`src/hw/cso_pkg.sv`:
```
// Summary of operation
// - input with function code 31 forces keypad as frequency and run source
// - while forced, keypad start, stop and speed act at once
// - when released, configured frequency and run sources return
// - force change while driving: stop motor first, then switch sources
// - input with function code 50 applies stored offset to setpoint
// - direction setting chooses add or subtract of the offset
// - offset only while offset input is on; else setpoint passes, limited to max frequency
// - offset works with any of the five frequency sources, in real time
package cso_pkg;
    localparam int          CSO_FREQ_W     = 16;
    localparam int          CSO_NUM_INPUTS = 6;
    localparam int          CSO_NUM_SRC    = 5;
    localparam logic [7:0]  CSO_FN_FORCE   = 8'h1f;   // function code 31
    localparam logic [7:0]  CSO_FN_OFFSET  = 8'h32;   // function code 50
    localparam logic [2:0]  CSO_SRC_KEYPAD = 3'h0;
    localparam logic [1:0]  CSO_RUN_KEYPAD = 2'h0;
    localparam logic [15:0] CSO_ZERO_HZ    = 16'h0000;
    localparam logic [15:0] CSO_FMAX_RST   = 16'hffff;

    // register offsets (byte addresses)
    localparam logic [3:0] CSO_A_FUNC_LO = 4'h0;  // inputs 0..3 function codes
    localparam logic [3:0] CSO_A_FUNC_HI = 4'h4;  // inputs 4..5 function codes
    localparam logic [3:0] CSO_A_SRC     = 4'h8;  // source selects, offset dir
    localparam logic [3:0] CSO_A_FREQ    = 4'hc;  // offset value, max frequency

    typedef enum logic [1:0] {
        CSO_ST_IDLE = 2'b00,
        CSO_ST_STOP = 2'b01
    } cso_state_t;

    // per-source setpoint bundle
    typedef struct packed {
        logic [CSO_FREQ_W-1:0] src0;
        logic [CSO_FREQ_W-1:0] src1;
        logic [CSO_FREQ_W-1:0] src2;
        logic [CSO_FREQ_W-1:0] src3;
        logic [CSO_FREQ_W-1:0] src4;
    } cso_setpoints_t;

    // run requests from the keypad and the external run source
    typedef struct packed {
        logic start;
        logic stop;
    } cso_run_cmd_t;
endpackage

```
`src/hw/cso_offset_calc.sv`:
```
`timescale 1ns/100ps
// offset add/subtract with saturation, registered result
module cso_offset_calc
    import cso_pkg::*;
(
    input  wire logic                  i_core_clk,
    input  wire logic                  i_srst,
    input  wire logic [CSO_FREQ_W-1:0] i_base,
    input  wire logic [CSO_FREQ_W-1:0] i_offset,
    input  wire logic [CSO_FREQ_W-1:0] i_fmax,
    input  wire logic                  i_apply,
    input  wire logic                  i_subtract,
    output logic      [CSO_FREQ_W-1:0] o_freq
);
    logic [CSO_FREQ_W:0]   sum;
    logic [CSO_FREQ_W-1:0] res_nxt;

    // widened sum keeps the carry so overflow can be clamped
    always_comb begin
        sum = {1'b0, i_base} + {1'b0, i_offset};
        res_nxt = i_base;
        if (i_apply) begin
            if (i_subtract) begin
                res_nxt = (i_offset > i_base) ? CSO_ZERO_HZ
                          : i_base - i_offset;
            end else begin
                res_nxt = sum[CSO_FREQ_W-1:0];
            end
        end
        if (sum[CSO_FREQ_W] && i_apply && !i_subtract) begin
            res_nxt = i_fmax;
        end else if (res_nxt > i_fmax) begin
            res_nxt = i_fmax;
        end
    end

    always_ff @(posedge i_core_clk) begin
        if (i_srst) begin
            o_freq <= CSO_ZERO_HZ;
        end else begin
            o_freq <= res_nxt;
        end
    end
endmodule

```
`src/hw/cso_top.sv`:
```
// Decided for this implementation: the placing of the registers and the Avalon-MM register port.
`timescale 1ns/100ps
// command source override and frequency offset
module cso_top
    import cso_pkg::*;
(
    input  wire logic                  i_core_clk,
    input  wire logic                  i_srst,
    // avalon-mm slave
    input  wire logic [3:0]            i_avs_address,
    input  wire logic                  i_avs_read,
    input  wire logic                  i_avs_write,
    input  wire logic [31:0]           i_avs_writedata,
    input  wire logic [3:0]            i_avs_byteenable,
    output logic      [31:0]           o_avs_readdata,
    output logic                       o_avs_waitrequest,
    // intelligent input terminals
    input  wire logic [CSO_NUM_INPUTS-1:0] i_terminals,
    // frequency sources and run commands
    input  wire cso_setpoints_t        i_setpoints,
    input  wire cso_run_cmd_t          i_keypad_run,
    input  wire cso_run_cmd_t          i_ext_run,
    input  wire logic                  i_motor_driving,
    // outputs to drive core
    output logic      [CSO_FREQ_W-1:0] o_freq_cmd,
    output cso_run_cmd_t               o_run_cmd,
    output logic                       o_force_stop,
    output logic                       o_keypad_active
);
    logic [7:0]            func_r [CSO_NUM_INPUTS];
    logic [2:0]            frequency_source_select_r;
    logic [1:0]            run_source_select_r;
    logic                  offset_direction_select_r;
    logic [CSO_FREQ_W-1:0] offset_frequency_value_r;
    logic [CSO_FREQ_W-1:0] max_freq_r;
    logic                  ack_r;
    cso_state_t            state_r;
    logic                  keypad_r;
    logic                  operator_force_input;
    logic                  offset_input;
    logic [2:0]            eff_fsrc;
    logic [CSO_FREQ_W-1:0] base_freq;

    // true when any terminal carries the given function and is on
    function automatic logic fn_active(input logic [7:0] code);
        logic hit;
        hit = 1'b0;
        for (int k = 0; k < CSO_NUM_INPUTS; k++) begin
            if (func_r[k] == code && i_terminals[k]) begin
                hit = 1'b1;
            end
        end
        return hit;
    endfunction

    function automatic logic [7:0] merge8(input logic [7:0] old,
                                          input logic [7:0] nw,
                                          input logic       en);
        return en ? nw : old;
    endfunction

    assign operator_force_input = fn_active(CSO_FN_FORCE);
    assign offset_input         = fn_active(CSO_FN_OFFSET);

    // one wait state: ack rises the cycle after the request
    assign o_avs_waitrequest = (i_avs_read || i_avs_write) && !ack_r;

    always_ff @(posedge i_core_clk) begin
        if (i_srst) begin
            ack_r <= 1'b0;
        end else begin
            ack_r <= (i_avs_read || i_avs_write) && !ack_r;
        end
    end

    // register writes take effect on the acknowledging edge
    always_ff @(posedge i_core_clk) begin
        if (i_srst) begin
            for (int k = 0; k < CSO_NUM_INPUTS; k++) begin
                func_r[k] <= 8'h00;
            end
            frequency_source_select_r <= 3'h0;
            run_source_select_r       <= 2'h0;
            offset_direction_select_r <= 1'b0;
            offset_frequency_value_r  <= CSO_ZERO_HZ;
            max_freq_r                <= CSO_FMAX_RST;
        end else if (i_avs_write && ack_r) begin
            case (i_avs_address)
                CSO_A_FUNC_LO: begin
                    for (int k = 0; k < 4; k++) begin
                        func_r[k] <= merge8(func_r[k],
                            i_avs_writedata[k*8 +: 8], i_avs_byteenable[k]);
                    end
                end
                CSO_A_FUNC_HI: begin
                    for (int k = 0; k < 2; k++) begin
                        func_r[k+4] <= merge8(func_r[k+4],
                            i_avs_writedata[k*8 +: 8], i_avs_byteenable[k]);
                    end
                end
                CSO_A_SRC: begin
                    if (i_avs_byteenable[0]) begin
                        frequency_source_select_r <= i_avs_writedata[2:0];
                        run_source_select_r       <= i_avs_writedata[5:4];
                    end
                    if (i_avs_byteenable[1]) begin
                        offset_direction_select_r <= i_avs_writedata[8];
                    end
                end
                CSO_A_FREQ: begin
                    if (&i_avs_byteenable[1:0]) begin
                        offset_frequency_value_r <= i_avs_writedata[15:0];
                    end
                    if (&i_avs_byteenable[3:2]) begin
                        max_freq_r <= i_avs_writedata[31:16];
                    end
                end
                default: begin
                end
            endcase
        end
    end

    // read data registered; unmapped reads return zero
    always_ff @(posedge i_core_clk) begin
        if (i_srst) begin
            o_avs_readdata <= 32'h0000_0000;
        end else if (i_avs_read && !ack_r) begin
            case (i_avs_address)
                CSO_A_FUNC_LO: o_avs_readdata <=
                    {func_r[3], func_r[2], func_r[1], func_r[0]};
                CSO_A_FUNC_HI: o_avs_readdata <=
                    {8'h00, state_r == CSO_ST_STOP, 6'h00, keypad_r,
                     func_r[5], func_r[4]};
                CSO_A_SRC: o_avs_readdata <=
                    {23'h0, offset_direction_select_r, 2'h0,
                     run_source_select_r, 1'b0, frequency_source_select_r};
                CSO_A_FREQ: o_avs_readdata <=
                    {max_freq_r, offset_frequency_value_r};
                default: o_avs_readdata <= 32'h0000_0000;
            endcase
        end
    end

    // a change of force state while driving holds the old sources
    // and commands a stop; the switch happens only once stopped
    always_ff @(posedge i_core_clk) begin
        if (i_srst) begin
            state_r  <= CSO_ST_IDLE;
            keypad_r <= 1'b0;
        end else begin
            case (state_r)
                CSO_ST_IDLE: begin
                    if (operator_force_input != keypad_r) begin
                        if (i_motor_driving) begin
                            state_r <= CSO_ST_STOP;
                        end else begin
                            keypad_r <= operator_force_input;
                        end
                    end
                end
                CSO_ST_STOP: begin
                    if (!i_motor_driving) begin
                        keypad_r <= operator_force_input;
                        state_r  <= CSO_ST_IDLE;
                    end
                end
                default: state_r <= CSO_ST_IDLE;
            endcase
        end
    end

    // source selection: keypad overrides while forced
    assign eff_fsrc = keypad_r ? CSO_SRC_KEYPAD
                               : frequency_source_select_r;

    always_comb begin
        case (eff_fsrc)
            3'h0:    base_freq = i_setpoints.src0;
            3'h1:    base_freq = i_setpoints.src1;
            3'h2:    base_freq = i_setpoints.src2;
            3'h3:    base_freq = i_setpoints.src3;
            3'h4:    base_freq = i_setpoints.src4;
            default: base_freq = CSO_ZERO_HZ;
        endcase
    end

    // run command: keypad acts at once while forced; stop overrides
    always_ff @(posedge i_core_clk) begin
        if (i_srst) begin
            o_run_cmd    <= '0;
            o_force_stop <= 1'b0;
        end else begin
            o_force_stop <= state_r == CSO_ST_STOP;
            if (state_r == CSO_ST_STOP) begin
                o_run_cmd <= '{start: 1'b0, stop: 1'b1};
            end else if (keypad_r ||
                         run_source_select_r == CSO_RUN_KEYPAD) begin
                o_run_cmd <= i_keypad_run;
            end else begin
                o_run_cmd <= i_ext_run;
            end
        end
    end

    assign o_keypad_active = keypad_r;

    // offset is combined every cycle with the live setpoint
    cso_offset_calc u_offset (
        .i_core_clk (i_core_clk),
        .i_srst     (i_srst),
        .i_base     (base_freq),
        .i_offset   (offset_frequency_value_r),
        .i_fmax     (max_freq_r),
        .i_apply    (offset_input),
        .i_subtract (offset_direction_select_r),
        .o_freq     (o_freq_cmd)
    );
endmodule
```
`config.mk`:
```
export PLATFORM = sky130hd
export DESIGN_NAME = cso_top
export DESIGN_NICKNAME = d
export VERILOG_FILES = /design/src/hw/cso_pkg.sv /design/src/hw/cso_offset_calc.sv /design/src/hw/cso_top.sv
export SDC_FILE = /design/constraint.sdc
export NUM_CORES = 1
export LEC_CHECK = 0
export ABC_AREA = 1
export BUFFER_PORTS_ARGS = -buffer_cell sky130_fd_sc_hd__buf_2
export CORE_MARGIN = 8
export CORE_UTILIZATION = 37
export DETAILED_ROUTE_END_ITERATION = 7
export PLACE_DENSITY = 0.56
export SETUP_SLACK_MARGIN = 0.3
export SLEW_MARGIN = 20
export SYNTH_ARGS = -nofsm -noshare
export SYNTH_HDL_FRONTEND = slang
export SYNTH_HIERARCHICAL = 1
export SYNTH_SLANG_ARGS = --single-unit
```
`constraint.sdc`:
```
create_clock -name i_core_clk -period 6.6 [get_ports i_core_clk]
set_input_delay 0.66 -clock i_core_clk [delete_from_list [all_inputs] [get_ports i_core_clk]]
set_output_delay 0.66 -clock i_core_clk [all_outputs]
set_load 0.02 [all_outputs]
```
# Yosys cells after proc, flatten, opt, wreduce, memory -nomap -nowiden
# Memory sizes are Yosys's and may differ from the RTL's.
# Index checks and enable logic that the tools add are counted.
# classes
addsub	2
magnitude_cmp	2
eq_ne	24
mux	51
bitwise	6
n_reduce_logical	33
# op_table
operator	count
32-bit case mux with 4 select lines	1
8-bit 2-to-1 mux	12
16-bit 2-to-1 mux	5
16-bit case mux with 5 select lines	1
8-bit by 5-bit == test with 1-bit output, second input constant	6
8-bit by 6-bit == test with 1-bit output, second input constant	6
16-bit > comparator	2
1-bit 2-to-1 mux	25
16-bit by 16-bit adder with 17-bit output	1
1-bit logical AND	17
16-bit subtractor	1
3-bit AND reduction	3
4-bit == test, second input constant	2
2-bit 2-to-1 mux	4
4-bit AND reduction	2
3-bit by 2-bit == test with 1-bit output, second input constant	2
2-bit inequality test, second input constant	3
1-bit bitwise OR	6
4-bit by 3-bit == test with 1-bit output, second input constant	1
2-bit zero test	2
4-bit zero test	1
2-bit case mux with 2 select lines	1
3-bit by 1-bit == test with 1-bit output, second input constant	1
3-bit == test, second input constant	1
other kinds (10)	12
# totals
regBits	93
mem_bits_rw	48
inputBits	135
out_inout_bits	53
word_cells	132
n_memories	1
# memory_table
memory	words	word_bits	read_ports	rd_clocked_by_memory_dff	wr	line	source
func_r	6	8	6	0	6	cso_top.sv:30	logic [7:0] func_r [CSO_NUM_INPUTS];

# Depth between registers and ports, before layout
# An unclocked memory read counts as a cell.
# logic_depth
ltp_word	13
depth_mapped	36

# Cells and area by module
# Netlist, hierarchy kept.
# by_module_without_submodules
module	n_inst	cells_each	area_each_um2
cso_top	1	775	5903.2
cso_offset_calc	1	632	3519.6

# Worst setup path before layout
# No wires, ideal clock.
# synth_path
kind	register to register
start	register keypad_r, in the netlist o_keypad_active
end	register u_offset.o_freq[1]
arrival_ns	3.933
required_time_ns	6.486
setup_slack_ns	2.553
path_stages_with_launch	35
n_path_buf	3
cell_sequence	dfxtp_1 -> nor2_1 -> nor2_1 -> o21ai_0 -> inv_1 -> buf_2 -> nand2_1 -> nand3_1 -> inv_1 -> ha_1 -> fa_1 -> inv_1 -> nand3_1 -> nand3_1 -> nand2_1 -> nand2_1 -> nand2_1 -> nand3_2 -> nand2_2 -> inv_4 -> buf_12 -> nand3_2 -> nand2_1 -> ha_1 -> nand2_1 -> inv_1 -> o21ai_0 -> nand2_1 -> a21oi_1 -> nand2_1 -> nand2_1 -> nand2_4 -> buf_6 -> o21ai_2 -> nor2_2
# synth_via
elab_chain_len	10
# synth_rtl
element	line	source
from (decl)	cso_top.sv:38	logic keypad_r;
from (signal assigned)	cso_top.sv:158	keypad_r <= operator_force_input;
from (signal assigned)	cso_top.sv:164	keypad_r <= operator_force_input;
3-bit 2-to-1 mux (*)	cso_top.sv:174	assign eff_fsrc = keypad_r ? CSO_SRC_KEYPAD
3-bit == test, or another cell as far along	cso_top.sv:178	case (eff_fsrc)
16-bit case mux with 5 select lines (*)	cso_top.sv:178	
net base_freq[0]	cso_top.sv:42	logic [CSO_FREQ_W-1:0] base_freq;
16-bit subtractor / 16-bit > comparator (equally long branches)	cso_offset_calc.sv:25, cso_offset_calc.sv:24	
16-bit 2-to-1 mux	cso_offset_calc.sv:24	res_nxt = (i_offset > i_base) ? CSO_ZERO_HZ
16-bit 2-to-1 mux	cso_offset_calc.sv:23	if (i_subtract) begin
16-bit 2-to-1 mux	cso_offset_calc.sv:22	if (i_apply) begin
16-bit > comparator	cso_offset_calc.sv:32	end else if (res_nxt > i_fmax) begin
16-bit 2-to-1 mux	cso_offset_calc.sv:32	
16-bit 2-to-1 mux (*)	cso_offset_calc.sv:30	if (sum[CSO_FREQ_W] && i_apply && !i_subtract) begin
to (signal assigned)	cso_offset_calc.sv:41	o_freq <= res_nxt;
to (decl)	cso_offset_calc.sv:13	output logic [CSO_FREQ_W-1:0] o_freq
# The timed path passes the listed nets; every way through them passes the cells marked *.
# A chain may end at the register's enable or synchronous reset.

# Final worst setup path
# layout_path
start	register keypad_r, in the netlist o_keypad_active
end	register u_offset.o_freq[14]
# Same word-level chain as after synthesis.

==> flow_summary.yaml <==
global_route:
  grt_overflow_total: 0
  grt_start_max_net_pins: 48
  grt.total_usage_pct: 21.1
  grt_pass1_wl_mm: 51.0
  antenna_found_initial: 0
  grt_pass1_vias: 9234
clock_tree:
  cts_root_buffer: "clkbuf_16"
  ctsHoldBuffers: 0
  clock_path_buffers: 2
  cts_sinks: 140
  clock_latency_ns: 0.43
  htreeDepth: 4
  post_cts_buffers: 0
  numCtsBuffers: 17
  clkTransAtPathRegs_ns: 0.07
  cts_resized: 0
  cts_tree: "built"
synth:
  synth_mux_area_share_pct: 0
  yosysWarnings: 6
  postSynth.asyncResetShare_pct: 0
  synth_top_area_share_pct: 19.5
  syn_avg_cell_area_um2: 6.70
  ys_seq_elements: 140
  synth_fa_ha_area_share_pct: 6.80
  ys.flop_type: "dfxtp_1"
  syn_inst: 1407
  synth_top_family_by_area: "simple AND/OR/NAND/NOR gates"
  synth_edf_count: 48
  ys_types: 43
  synthesis.nets: 1592
  synth-compound-area-share_pct: 13.8
  synth_area_leaders: "dfxtp_1 (20%), nand2_1 (16%), edfxtp_1 (15%), inv_1 (9.6%), ha_1 (6.4%)"
  syn-cell-area_mm2: 0.00942
  yosysSeqAreaShare_pct: 34.8
  synthSimpleGateAreaFrac_pct: 30.8
  synth-xor-area-share_pct: 0.279
  yosysTopAreaCell: "dfxtp_1"
critical_path:
  end_kind: "flip-flop"
  r2r_cells: 33
  crit_arrival_ns: 5.45
  endpoint: "u_offset/o_freq[14]$_SDFF_PP0_"
  reg2reg_to: "u_offset/o_freq[14]$_SDFF_PP0_"
  critical_path_required_ns: 6.93
  crit_path_start_kind: "flip-flop"
  cpMostUsedCell: "nand2_1"
  crit_start: "o_keypad_active$_SDFFE_PP0P_"
  r2r_slack_ns: 1.48
  r2r-start: "o_keypad_active$_SDFFE_PP0P_"
  path_class: "flip-flop to flip-flop"
  crit_fanout: 24
  slowest_delay_ns: 0.52
  cp_slowest_cell: "nand3_1"
timing:
  worst_slew_margin_rel_pct: 31.8
  min_period_ns: 5.12
  hold_violations: 0
  fmax_ghz: 0.195
  tightest_slew_ns: 1.02
  fin_hold_ws_ns: 0.443
  final_max_slew_viol_count: 0
  fin_tns_setup_ns: 0
  rsz0062_at_grt: "false"
  finalCritPeriodShare_pct: 77.6
  setup_violations: 0
  clock-skew-final_ns: 0.0118
die:
  core_mm2: 0.0251
  die_y_um: 176
  io-pin-count: 188
  dieArea_mm2: 0.0308
  initial_core_util_pct: 37.5
  num_rows: 58
  die_w_um: 176
power:
  p_int_uw: 1550
  ir_worst_vdd_mv: 0.136
  combPwrFrac_pct: 13.2
  power_density_mw_per_mm2: 195
  cellLeakagePower_uw: 0.00580
  swShare_pct: 28.6
  clock_power_share_pct: 44.2
  pwr-share-seq_pct: 42.6
  p_sw_uw: 619
layout:
  area_delta_synth_final_pct: 17.9
  final_common_cell: "nand2_1"
  multi_input_area_mm2: 0.00488
  layout_common_cells: "nand2_1 (408), inv_1 (240), buf_2 (187)"
  nets: 1750
  final-seq-area_mm2: 0.00328
  drive_gt1_share_pct: 18.1
  insertedDiodeCount: 0
  fill_cells: 2684
outcome:
  status: "finished, final reports clean"
placement:
  dp_hpwl_mm: 26.4
  place.gp.congestion: 0.929
  placement.io_buffers: 187
drt:
  ant_nets: 0
  first_iter_violations: 810
  via_per_inst: 4.99
  drt_pass1_iterations: 5
  drt_wl_total_mm: 33.1
  wl_per_cell_um: 17.4
  vias: 9525
  drc: 0
job:
  maxCapViolCount: 0
min_path:
  hold_class: "flip-flop to flip-flop"
==> area by class of cell <==
| class | instances | share of cell area [%] |
|---|---|---|
| clock inverters | 13 | 1.09 |
| flip-flops and latches | 140 | 29.6 |
| multi-input cells | 961 | 43.9 |
| clock buffers | 19 | 4.28 |
| well taps | 330 | 3.72 |
| inverters | 250 | 8.47 |
| repair buffers | 195 | 8.96 |
==> critical path: cells and delay by family (launching register included) <==
family / cells / cell delay, ns
adders and majority gates: 3 / 0.95
AOI/OAI and AO/OA: 4 / 0.93
and+or+nand+nor: 21 / 2.22
DFF: 1 / 0.40
buffers and inverters: 5 / 0.51
==> power groups by stage <==
stage                     clock, µW  sequential (µW)  combinational [µW]
after floorplan                   0              952                 159
after global placement            0              943                 284
after detailed placement          0              943                 284
after CTS                       971              924                 285
after global routing           1010              926                 318
final                           957              924                 286
==> stage by stage <==
step | setup slack, ns | cells | total power, µW | utilization [%] | area, µm²
final | 1.48 | 1908 | 2170 | 44.2 | 11100
after global routing | 0.834 | 1908 | 2250 | 44.2 | 11100
after CTS | 1.57 | 1908 | 2180 | 44.2 | 11100
after detailed placement | 1.59 | 1876 | 1230 | 41.9 | 10500
after global placement | 1.63 | 1876 | 1230 | 41.9 | 10500
after floorplan | 2.55 | 1407 | 1110 | - | 9420
==> worst min-delay path by stage <==
stage / slack [ns] / from / cells after the start / end
floorplan: 0.40 / state_r[0]$_SDFFE_PP0P_ / 1 / o_run_cmd[1]$_SDFF_PP0_
global placement: 0.43 / state_r[0]$_SDFFE_PP0P_ / 1 / o_run_cmd[1]$_SDFF_PP0_
detailed placement: 0.43 / state_r[0]$_SDFFE_PP0P_ / 1 / o_run_cmd[1]$_SDFF_PP0_
CTS: 0.44 / state_r[0]$_SDFFE_PP0P_ / 1 / o_run_cmd[1]$_SDFF_PP0_
global route: 0.48 / o_avs_readdata[31]$_SDFFE_PP0P_ / 2 / o_avs_readdata[31]$_SDFFE_PP0P_
finish: 0.44 / state_r[0]$_SDFFE_PP0P_ / 1 / o_run_cmd[1]$_SDFF_PP0_
==> sequential cells by signal, summed over array words and instances, names as in the netlist, 2 cells and up <==
register / count
u_offset/o_freq: 16
offset_frequency_value_r: 16
o_avs_readdata: 32
run_source_select_r: 2
func_r: 48
frequency_source_select_r: 3
o_run_cmd: 2
max_freq_r: 16
==> cell families after synthesis <==
family                     after synthesis
and+or+nand+nor                        681
adders and majority gates               50
buffers and inverters                  306
xor gates and xnor gates                 3
DFF                                    140
AOI/OAI and AO/OA                      227
==> synthesized netlist by cell type, types with 2 or more instances <==
| library cell | number |
|---|---|
| nor2_4 | 2 |
| nor2_1 | 120 |
| nand2_2 | 11 |
| buf_4 | 12 |
| o21bai_1 | 3 |
| a22o_1 | 7 |
| buf_6 | 2 |
| a31oi_1 | 2 |
| a21oi_2 | 9 |
| inv_1 | 240 |
| inv_2 | 8 |
| nor2_2 | 8 |
| and2_1 | 2 |
| a21oi_1 | 98 |
| o21ai_0 | 45 |
| nand3_1 | 83 |
| nor3_2 | 2 |
| o21ai_1 | 14 |
| buf_2 | 19 |
| o22ai_1 | 20 |
| fa_1 | 2 |
| nand2_1 | 408 |
| edfxtp_1 | 48 |
| dfxtp_1 | 92 |
| xor2_1 | 3 |
| clkbuf_1 | 20 |
| nand4_1 | 13 |
| nand3_2 | 13 |
| o211ai_1 | 26 |
| nor4_1 | 4 |
| nor3_1 | 11 |
| nand2_4 | 2 |
| ha_1 | 48 |
==> routing by layer <==
metal / global-route usage, % / up-vias / part of all wire (%)
met5: 0 / - / 0
met4: 5.79 / 0 / 1.7
met3: 3.99 / 26 / 7.0
met2: 33.4 / 361 / 45
met1: 28.8 / 4344 / 47
li1: - / 4794 / -
Note: power is estimated with default switching activity, not from simulation.
